**config.mk**
```make
export PLATFORM = sky130hd
export DESIGN_NAME = swr_device_flat
export DESIGN_NICKNAME = d
export VERILOG_FILES = /design/src/design/swr_pkg.sv /design/src/design/swr_if.sv /design/src/design/swr_device.sv /design/src/flat_wrapper.sv
export SDC_FILE = /design/constraint.sdc
export NUM_CORES = 2
export LEC_CHECK = 0
export ABC_AREA = 1
export BUFFER_PORTS_ARGS = -buffer_cell sky130_fd_sc_hd__buf_4
export CAP_MARGIN = 30
export CORE_MARGIN = 4
export CORE_UTILIZATION = 55
export CTS_CLUSTER_SIZE = 30
export DETAILED_ROUTE_END_ITERATION = 10
export HOLD_SLACK_MARGIN = 0.1
export PLACE_DENSITY = 0.7
export SYNTH_ARGS = -nofsm -noshare
export SYNTH_HDL_FRONTEND = slang
export SYNTH_SLANG_ARGS = --single-unit
```
**constraint.sdc**
```tcl
create_clock -name i_clk -period 3 [get_ports i_clk]
set_input_delay 0.3 -clock i_clk [delete_from_list [all_inputs] [get_ports i_clk]]
set_output_delay 0.3 -clock i_clk [all_outputs]
set_load 0.01 [all_outputs]
```
**src/design/swr_pkg.sv**
```systemverilog
// Shared constants, commands, states and CRC helpers of the single-wire
// identity/memory link. Used by both ends and the bench.
package swr_pkg;

   // Memory geometry
   localparam int DMEM_BYTES = 128;
   localparam int PAGE_BYTES = 32;
   localparam int STAT_BYTES = 8;
   localparam int STAT_OTP_LAST = 6;
   localparam logic [15:0] STAT_RAM_ADDR = 16'h0007;
   localparam int ID_BITS = 64;

   // Values after reset, and the RAM commit byte
   localparam logic [7:0] ERASED = 8'hff;
   localparam logic [7:0] FACTORY = 8'h00;
   localparam logic [7:0] STAT_RAM_RST = 8'h00;
   localparam logic [7:0] COMMIT_RAM = 8'hff;

   // Identity-level commands
   localparam logic [7:0] CMD_READ_ID = 8'h33;
   localparam logic [7:0] CMD_MATCH_ID = 8'h55;
   localparam logic [7:0] CMD_SKIP_ID = 8'hcc;
   localparam logic [7:0] CMD_SEARCH_ID = 8'hf0;
   localparam logic [7:0] CMD_COND_ID = 8'hec;

   // Memory and control commands
   localparam logic [7:0] CMD_WR_MEM = 8'h0f;
   localparam logic [7:0] CMD_WR_STAT = 8'h55;
   localparam logic [7:0] CMD_RD_MEM = 8'hf0;
   localparam logic [7:0] CMD_RD_STAT = 8'haa;
   localparam logic [7:0] CMD_RD_EXT = 8'ha5;
   localparam logic [7:0] CMD_CHAN = 8'hf5;

   // Master operations
   localparam logic [1:0] OP_ID = 2'h0;
   localparam logic [1:0] OP_WR = 2'h1;
   localparam logic [1:0] OP_RD = 2'h2;

   // CRC polynomials, bit-reversed for LSB-first shifting
   localparam logic [7:0] CRC8_POLY = 8'h8c;
   localparam logic [15:0] CRC16_POLY = 16'ha001;

   typedef enum logic [10:0] {
      S_DEAD = 11'h001, S_ROM = 11'h002, S_MATCH = 11'h004, S_IDTX = 11'h008,
      S_FUNC = 11'h010, S_AL = 11'h020, S_AH = 11'h040, S_DATA = 11'h080,
      S_CRC = 11'h100, S_COMMIT = 11'h200, S_RD = 11'h400
   } swr_dev_e;

   typedef enum logic [6:0] {
      M_IDLE = 7'h01, M_RST = 7'h02, M_TX = 7'h04, M_RX = 7'h08,
      M_WAIT = 7'h10, M_EVAL = 7'h20, M_DONE = 7'h40
   } swr_mst_e;

   // One bit into the x^8+x^5+x^4+1 register
   function automatic logic [7:0] crc8_bit(input logic [7:0] c, input logic b);
      logic fb;
      fb = c[0] ^ b;
      return {1'b0, c[7:1]} ^ (fb ? CRC8_POLY : 8'h00);
   endfunction

   function automatic logic [15:0] crc16_bit(input logic [15:0] c, input logic b);
      logic fb;
      fb = c[0] ^ b;
      return {1'b0, c[15:1]} ^ (fb ? CRC16_POLY : 16'h0000);
   endfunction

   // Check byte over family then serial, from zero
   function automatic logic [7:0] crc8_id(input logic [7:0] fam, input logic [47:0] ser);
      logic [7:0] c;
      logic [55:0] d;
      c = 8'h00;
      d = {ser, fam};
      for (int i = 0; i < 56; i++)
      begin
         c = crc8_bit(c, d[i]);
      end
      return c;
   endfunction

endpackage

```
**src/design/swr_if.sv**
```systemverilog
// Single-wire link between the bus master and the device, one slot per
// clock. Both ends share i_clk; the bench joins them.
`timescale 1ns/1ps
`default_nettype none
interface swr_if;
   logic bus_rst;
   logic slot;
   logic wr;
   logic wbit;
   logic prog;
   logic rbit;

   modport dev (input bus_rst, input slot, input wr, input wbit, input prog, output rbit);
   modport mst (output bus_rst, output slot, output wr, output wbit, output prog, input rbit);
endinterface
`default_nettype wire

```
**src/design/swr_device.sv**
```systemverilog
// Device end: identity code, command gate, OTP data and status memories
// behind a scratchpad. Assumes the master drives the link from the same clock.
`timescale 1ns/1ps
`default_nettype none
module swr_device #(
   parameter logic [7:0] FAMILY = 8'h5a,         // Arbitrary value
   parameter logic [47:0] SERIAL = 48'h0123_4567_89ab  // Arbitrary value
) (
   // Clock and reset
   input wire logic i_clk,
   input wire logic i_nrst,
   // Link
   swr_if.dev bus,
   // User side
   output logic [7:0] o_ctrl,
   output logic o_sel
);

   localparam logic [63:0] ID = {swr_pkg::crc8_id(FAMILY, SERIAL), SERIAL, FAMILY};

   swr_pkg::swr_dev_e state;
   logic [7:0] rx_sh;
   logic [63:0] tx_sh;
   logic [6:0] cnt;
   logic [7:0] cmd;
   logic [15:0] addr;
   logic [7:0] scratch;
   logic loaded;
   logic [15:0] crc;
   logic [7:0] mem [swr_pkg::DMEM_BYTES];
   logic [7:0] stat [swr_pkg::STAT_BYTES];

   logic wslot;
   logic rslot;
   logic [7:0] byte_in;
   logic byte_end;
   logic [15:0] crc_nx;
   logic [15:0] raddr;
   logic [7:0] rd_byte;
   logic is_wr;
   logic do_prog;
   logic do_ram;

   assign wslot = bus.slot & bus.wr;
   assign rslot = bus.slot & ~bus.wr;
   assign byte_in = {bus.wbit, rx_sh[7:1]};
   assign byte_end = wslot && (cnt[2:0] == 3'h7);
   assign crc_nx = swr_pkg::crc16_bit(crc, bus.wbit);
   assign is_wr = (cmd == swr_pkg::CMD_WR_MEM) || (cmd == swr_pkg::CMD_WR_STAT);
   assign do_prog = (state == swr_pkg::S_COMMIT) && loaded && bus.prog;
   assign do_ram = (state == swr_pkg::S_COMMIT) && loaded && byte_end
                   && (byte_in == swr_pkg::COMMIT_RAM);
   assign bus.rbit = tx_sh[0];
   assign o_ctrl = stat[7];

   // Byte to read: first at the loaded address, then the following one
   always_comb
   begin
      raddr = (state == swr_pkg::S_AH) ? {byte_in, addr[7:0]} : addr + 16'h0001;
      if (cmd == swr_pkg::CMD_RD_STAT)
      begin
         rd_byte = (raddr[15:3] == 13'h0000) ? stat[raddr[2:0]] : swr_pkg::ERASED;
      end
      else
      begin
         rd_byte = (raddr[15:7] == 9'h000) ? mem[raddr[6:0]] : swr_pkg::ERASED;
      end
   end

   // Receive shifter
   always_ff @(posedge i_clk or negedge i_nrst)
   begin
      if (!i_nrst)
         rx_sh <= 8'h00;
      else if (wslot)
         rx_sh <= byte_in;
   end

   // CRC16 over command, address and data
   always_ff @(posedge i_clk or negedge i_nrst)
   begin
      if (!i_nrst)
         crc <= 16'h0000;
      else if (bus.bus_rst)
         crc <= 16'h0000;
      else if (wslot && (state == swr_pkg::S_FUNC || state == swr_pkg::S_AL
                         || state == swr_pkg::S_AH || state == swr_pkg::S_DATA))
         crc <= crc_nx;
   end

   // Command sequencer
   always_ff @(posedge i_clk or negedge i_nrst)
   begin
      if (!i_nrst)
      begin
         state <= swr_pkg::S_DEAD;
         cnt <= 7'h00;
         cmd <= 8'h00;
         addr <= 16'h0000;
         scratch <= swr_pkg::ERASED;
         loaded <= 1'b0;
         tx_sh <= {64{1'b1}};
         o_sel <= 1'b0;
      end
      else if (bus.bus_rst)
      begin
         state <= swr_pkg::S_ROM;
         cnt <= 7'h00;
         loaded <= 1'b0;
         tx_sh <= {64{1'b1}};
         o_sel <= 1'b0;
      end
      else
      begin
         case (state)
            swr_pkg::S_ROM:
            begin
               if (wslot)
                  cnt <= cnt + 7'h01;
               if (byte_end)
               begin
                  cnt <= 7'h00;
                  case (byte_in)
                     swr_pkg::CMD_READ_ID:
                     begin
                        tx_sh <= ID;
                        state <= swr_pkg::S_IDTX;
                     end
                     swr_pkg::CMD_MATCH_ID: state <= swr_pkg::S_MATCH;
                     swr_pkg::CMD_SKIP_ID:
                     begin
                        state <= swr_pkg::S_FUNC;
                        o_sel <= 1'b1;
                     end
                     default: state <= swr_pkg::S_DEAD;
                  endcase
               end
            end
            swr_pkg::S_MATCH:
            begin
               if (wslot)
               begin
                  cnt <= cnt + 7'h01;
                  if (bus.wbit != ID[cnt[5:0]])
                     state <= swr_pkg::S_DEAD;
                  else if (cnt == 7'h3f)
                  begin
                     cnt <= 7'h00;
                     state <= swr_pkg::S_FUNC;
                     o_sel <= 1'b1;
                  end
               end
            end
            swr_pkg::S_IDTX:
            begin
               if (rslot)
               begin
                  tx_sh <= {1'b1, tx_sh[63:1]};
                  cnt <= cnt + 7'h01;
                  if (cnt == 7'h3f)
                  begin
                     cnt <= 7'h00;
                     state <= swr_pkg::S_FUNC;
                     o_sel <= 1'b1;
                  end
               end
            end
            swr_pkg::S_FUNC:
            begin
               if (wslot)
                  cnt <= cnt + 7'h01;
               if (byte_end)
               begin
                  cnt <= 7'h00;
                  cmd <= byte_in;
                  if (byte_in == swr_pkg::CMD_WR_MEM || byte_in == swr_pkg::CMD_WR_STAT
                      || byte_in == swr_pkg::CMD_RD_MEM || byte_in == swr_pkg::CMD_RD_STAT)
                     state <= swr_pkg::S_AL;
                  else
                     state <= swr_pkg::S_DEAD;
               end
            end
            swr_pkg::S_AL:
            begin
               if (wslot)
                  cnt <= cnt + 7'h01;
               if (byte_end)
               begin
                  cnt <= 7'h00;
                  addr[7:0] <= byte_in;
                  state <= swr_pkg::S_AH;
               end
            end
            swr_pkg::S_AH:
            begin
               if (wslot)
                  cnt <= cnt + 7'h01;
               if (byte_end)
               begin
                  cnt <= 7'h00;
                  addr[15:8] <= byte_in;
                  if (is_wr)
                     state <= swr_pkg::S_DATA;
                  else
                  begin
                     tx_sh <= {{56{1'b1}}, rd_byte};
                     state <= swr_pkg::S_RD;
                  end
               end
            end
            swr_pkg::S_DATA:
            begin
               if (wslot)
                  cnt <= cnt + 7'h01;
               if (byte_end)
               begin
                  cnt <= 7'h00;
                  scratch <= byte_in;
                  loaded <= 1'b1;
                  tx_sh <= {{48{1'b1}}, crc_nx};
                  state <= swr_pkg::S_CRC;
               end
            end
            swr_pkg::S_CRC:
            begin
               if (rslot)
               begin
                  tx_sh <= {1'b1, tx_sh[63:1]};
                  cnt <= cnt + 7'h01;
                  if (cnt == 7'h0f)
                  begin
                     cnt <= 7'h00;
                     state <= swr_pkg::S_COMMIT;
                  end
               end
            end
            swr_pkg::S_COMMIT:
            begin
               if (wslot)
                  cnt <= cnt + 7'h01;
               if (bus.prog || byte_end)
               begin
                  loaded <= 1'b0;
                  state <= swr_pkg::S_DEAD;
               end
            end
            swr_pkg::S_RD:
            begin
               if (rslot)
               begin
                  cnt <= cnt + 7'h01;
                  tx_sh <= {1'b1, tx_sh[63:1]};
                  if (cnt == 7'h07)
                  begin
                     cnt <= 7'h00;
                     addr <= raddr;
                     tx_sh <= {{56{1'b1}}, rd_byte};
                  end
               end
            end
            default: state <= swr_pkg::S_DEAD;
         endcase
      end
   end

   // Data memory, one byte per entry
   for (genvar i = 0; i < swr_pkg::DMEM_BYTES; i++)
   begin : g_mem
      always_ff @(posedge i_clk or negedge i_nrst)
      begin
         if (!i_nrst)
            mem[i] <= swr_pkg::ERASED;
         else if (do_prog && cmd == swr_pkg::CMD_WR_MEM && addr == 16'(i)
                  && stat[0][i / swr_pkg::PAGE_BYTES])
            mem[i] <= mem[i] & scratch;
      end
   end

   // Status memory: OTP bytes then one RAM byte
   for (genvar i = 0; i < swr_pkg::STAT_BYTES; i++)
   begin : g_stat
      localparam logic [7:0] RV = (i < 5) ? swr_pkg::ERASED :
                                  (i <= swr_pkg::STAT_OTP_LAST) ? swr_pkg::FACTORY :
                                  swr_pkg::STAT_RAM_RST;
      always_ff @(posedge i_clk or negedge i_nrst)
      begin
         if (!i_nrst)
            stat[i] <= RV;
         else if (i <= swr_pkg::STAT_OTP_LAST)
         begin
            if (do_prog && cmd == swr_pkg::CMD_WR_STAT && addr == 16'(i))
               stat[i] <= stat[i] & scratch;
         end
         else if (do_ram && cmd == swr_pkg::CMD_WR_STAT
                  && addr == swr_pkg::STAT_RAM_ADDR)
            stat[i] <= scratch;
      end
   end

endmodule
`default_nettype wire

```
**src/flat_wrapper.sv**
```systemverilog
// flat-port wrapper written by rule: the top's interface ports become plain ports
module swr_device_flat 
#(
   parameter logic [7:0] FAMILY = 8'h5a,                           
   parameter logic [47:0] SERIAL = 48'h0123_4567_89ab                    
)
  (i_clk, i_nrst, o_ctrl, o_sel, bus_bus_rst, bus_slot, bus_wr, bus_wbit, bus_prog, bus_rbit);
  swr_if bus_i ();
  input wire logic i_clk;
  input wire logic i_nrst;
  output logic [7:0] o_ctrl;
  output logic o_sel;
  input wire logic [$bits(bus_i.bus_rst)-1:0] bus_bus_rst;
  input wire logic [$bits(bus_i.slot)-1:0] bus_slot;
  input wire logic [$bits(bus_i.wr)-1:0] bus_wr;
  input wire logic [$bits(bus_i.wbit)-1:0] bus_wbit;
  input wire logic [$bits(bus_i.prog)-1:0] bus_prog;
  output wire logic [$bits(bus_i.rbit)-1:0] bus_rbit;
  assign bus_i.bus_rst = bus_bus_rst;
  assign bus_i.slot = bus_slot;
  assign bus_i.wr = bus_wr;
  assign bus_i.wbit = bus_wbit;
  assign bus_i.prog = bus_prog;
  assign bus_rbit = bus_i.rbit;
  swr_device #(.FAMILY(FAMILY), .SERIAL(SERIAL)) u_core (.i_clk(i_clk), .i_nrst(i_nrst), .bus(bus_i), .o_ctrl(o_ctrl), .o_sel(o_sel));
endmodule
```
==> summary.md <==
| Metric | Value |
|---|---|
| ANT cells | 0 |
| Most used cell, CP | nand2_1 |
| HP Class | in -> reg |
| CTS buffer count | about 140 |
| Finish-stage setup viols | 8 |
| Clock-pin slew on the worst setup and hold paths | 0.07 ns |
| Global-route wire length before repair | 298000 um |
| Combined area of the multi-input logic cells | 20800 um^2 |
| Slowest cell on crit path | dfrtp_1 |
| Final wirelength | slightly below 200000 um |
| Psw | about 9.8 mW |
| Clock sinks | 1223 |
| Slew headroom | 0.422 |
| Post-DP HPWL | ~120000 um |
| Non-Filler Instances | between 9000 and 10000 |
| Req. time, crit path | 3.66 ns |
| Syn Nets | about 7500 |
| Avg Vias per Cell | 5.70 |
| Yosys top cell area share | 0.497 |
| CTS tree | built |
| Crit path max fanout | 17 |
| RSZ-0062 raised after global routing | true |
| Clk_lat worst skew | around 0.75 ns |
| Syn Std Cell Area | 59900 um^2 |
| H-tree Lvls | 4 |
| Cell Chain, Critical Path | nor2_2 > nand2_2 > nor2_4 > nand2_4 > nand2_4 > nand2_8 > buf_8 > buf_16 > buf_12 > buf_16 > o211ai_1 > nand3_1 > nand3_1 > nand2_2 > nand2_1 > nand2_1 > inv_1 > nand2_1 > nand2_1 > nand3_2 > nand2_1 > a21oi_1 |
| Synth Instances | approximately 7500 |
| Synthesized flop and latch total | between 1000 and 1500 |
| Dominant cell type by area after synthesis | dfstp_2 |
| Placed cell count | around 8900 |
| Sw Share | 0.258 |
| CP max stage delay | 0.41 ns |
| Die Ht | around 340 um |
| Vias | 52503 |
| Pre-antenna DRT Iters | 6 |
| Final worst-path setup slack | -0.182 ns |
| Starting Density | 0.556 |
| Share of layout cells above drive strength 1 | 0.255 |
| DRC Markers | 0 |
| Layout overhead on the synthesized area | 17.8% |
| Pin count of the biggest net entering global routing | 152 |
| Initial DRC count | 6239 |
| Buf+Inv Stages, Crit Path | 5 |
| Fin Hold WS | 0.196 ns |
| Hold Crit Start | bus_slot |
| Layout Nets | slightly below 8000 |
| FF-to-FF Start | u_core.state[10] |
| Post-DR wirelength/cell | 21.0 um |
| Final hold viol count | 0 |
| GRT Overall Usage | 0.338 |
| Max clock buf depth | 3 |
| Crit start category | flop |
| Gp weighted congestion | 1.02 |
| Pwr per Cell Area | 540 nW/um^2 |
| Max-slew violations | 0 |
| VDD IR max | roughly 0.00055 V |
| Pre-CTS setup slack | -0.341 ns |
| Failing checks | setup timing |
| Core area | between 100000 and 150000 um^2 |
| FP Rows | 120 |
| Placed inst area | 63900 um^2 |
| Ys async rst share | 1.00 |
| Final period util | 1.06 |
| Overflow left after global routing | 0 |
| CTS Root Buffer Type | clkbuf_16 |
| Clock network fraction of total power | 0.446 |
| Max Cap Viol | 0 |
| Crit. Startpoint | u_core.state[10] |
| Vias in the first global route | around 50000 |
| Peak Freq | around 310 MHz |
| Critical path arrival | approximately 3.8 ns |
| Seq pwr share | 0.444 |
| R2R Setup Slk | -0.18 ns |
| Outcome | finished, violations left |
| Unique masters post-synth | between 50 and 60 |
| Initial antenna violation count | 2 |
| Post-synthesis sequential area ratio | 0.535 |
| Largest cells by area after synthesis | dfstp_2 (50%), inv_1 (10%), nand2_1 (9.7%) |
| Die width | around 340 um |
| Crit Path Category | reg -> reg |
| Number of synthesized flops with an enable pin | 0 |
| Ports | 17 |
| Commonest non-fill, non-tap cells in the layout | inv_1 (1622), nand2_1 (1504), dfstp_2 (1125) |
| Post-route ant nets | 0 |
| Port bufs | 16 |
| Most common cell after layout, fill and taps aside | inv_1 |
| Clock Skew | 0.0237 ns |
| Die area | between 100000 and 150000 um^2 |
| Comb pwr share | 0.110 |
| Post-route minimum period | 3.18 ns |
| FILL cells | between 8000 and 9000 |
| Synthesis Warnings | 0 |
| Main synth FF type | dfstp_2 |
| Worst-Margin Slew | ~0.87 ns |
| CP Capture Type | flop |
| P_leak | approximately 37 nW |
| Cell Int Power | 28.3 mW |
| Fin area | between 70000 and 80000 um^2 |
| Post-synthesis average cell area | between 7 and 8 um^2 |
| Register area | around 32000 um^2 |
| Delay-heaviest family, CP | simple AND/OR/NAND/NOR gates |
[cell usage after synthesis (7+ instances only)]
cell,count
a221oi_1,11
o21ai_1,11
buf_2,127
nor3_1,55
ha_1,10
xor2_1,11
dfstp_2,1133
buf_4,14
a21oi_1,327
dfrtp_1,90
clkbuf_1,236
a31oi_1,32
nand2_1,1549
o31ai_1,8
buf_1,29
inv_1,1632
o211ai_1,111
nor4_1,26
nor2_1,212
inv_2,7
nand4_1,32
a21boi_0,61
o21ai_0,931
nand3_1,791
[final cells by class]
type,count,share of cell area
clock buffers,198,0.0568
well taps,1403,0.0249
clock inverters,46,0.00784
flip-flops and latches,1223,0.454
inverters,1645,0.0875
repair buffers,461,0.0745
multi-input cells,4239,0.294
[final timing paths]
check                      depth (start not counted)               to
setup / recovery                                  22  u_core.tx_sh[4]
hold / removal                                     5    u_core.cnt[0]
setup reg to reg                                  22  u_core.tx_sh[4]
hold reg to reg                                    2  u_core.mem[189]
max in group asynchronous                          4  u_core.stat[38]
min in group asynchronous                          2  u_core.mem[320]
[repair_timing]
item | in CTS | in global routing
gates resized for setup | 155 | 182
pin swaps | 19 | 35
buffers inserted | 15 | 22
hold buffers | 6 | 0
gates cloned | 12 | 11
setup endpoints to repair | 470 | 304
hold endpoints to repair | 160 | 0
[state kept, by name, summed over array words and instances (netlist names)]
signal / cells
u_core.mem: 1024
u_core.tx_sh: 60
u_core.stat: 56
u_core.addr: 16
u_core.crc: 16
u_core.state: 11
u_core.cmd: 8
u_core.o_ctrl: 8
u_core.scratch: 8
u_core.cnt: 7
u_core.rx_sh: 7
u_core.loaded: 1
u_core.o_sel: 1
[stage by stage]
stage / util / total power, mW / TNS, ns
floorplan: - / 19.0 / 0
global placement: 0.593 / 20.7 / -31.54
detailed placement: 0.593 / 20.8 / -28.79
CTS: 0.646 / 38.0 / -0.125
global route: 0.656 / 39.4 / -1.44
finish: 0.656 / 38.1 / -0.646
[kinds of logic (layout without fill, tap and decap cells)]
kind of cell    count (synthesis)  in the layout  share of synthesized area
compound gates               1522           1522                      0.138
fa+ha+maj                      10             10                    0.00209
xor+xnor                       16             16                    0.00259
simple gates                 2691           2691                      0.191
buf+inv                      2052           2350                      0.132
flops                        1223           1223                      0.535
[tightest hold or removal path, delay by kind of cell]
family                 cells  cell delay (ns)
AND/OR/NAND/NOR            1             0.07
AO/OA/AOI/OAI              2             0.27
buffers and inverters      2             0.23
[routing by layer]
metal / part of all wire / track usage
met2: 0.44 / 0.503
met5: 0.00014 / 0
met1: 0.43 / 0.487
met3: 0.097 / 0.0649
met4: 0.041 / 0.146
[power by group through the flow]
stage / Sequential [mW] / Clock, mW / Combinational, mW
CTS: 16.9 / 17.2 / 3.87
global route: 17.0 / 17.9 / 4.47
global placement: 17.2 / 0 / 3.56
finish: 16.9 / 17.0 / 4.19
floorplan: 17.1 / 0 / 1.89
detailed placement: 17.2 / 0 / 3.58
Note: power is estimated with default switching activity, not from simulation.
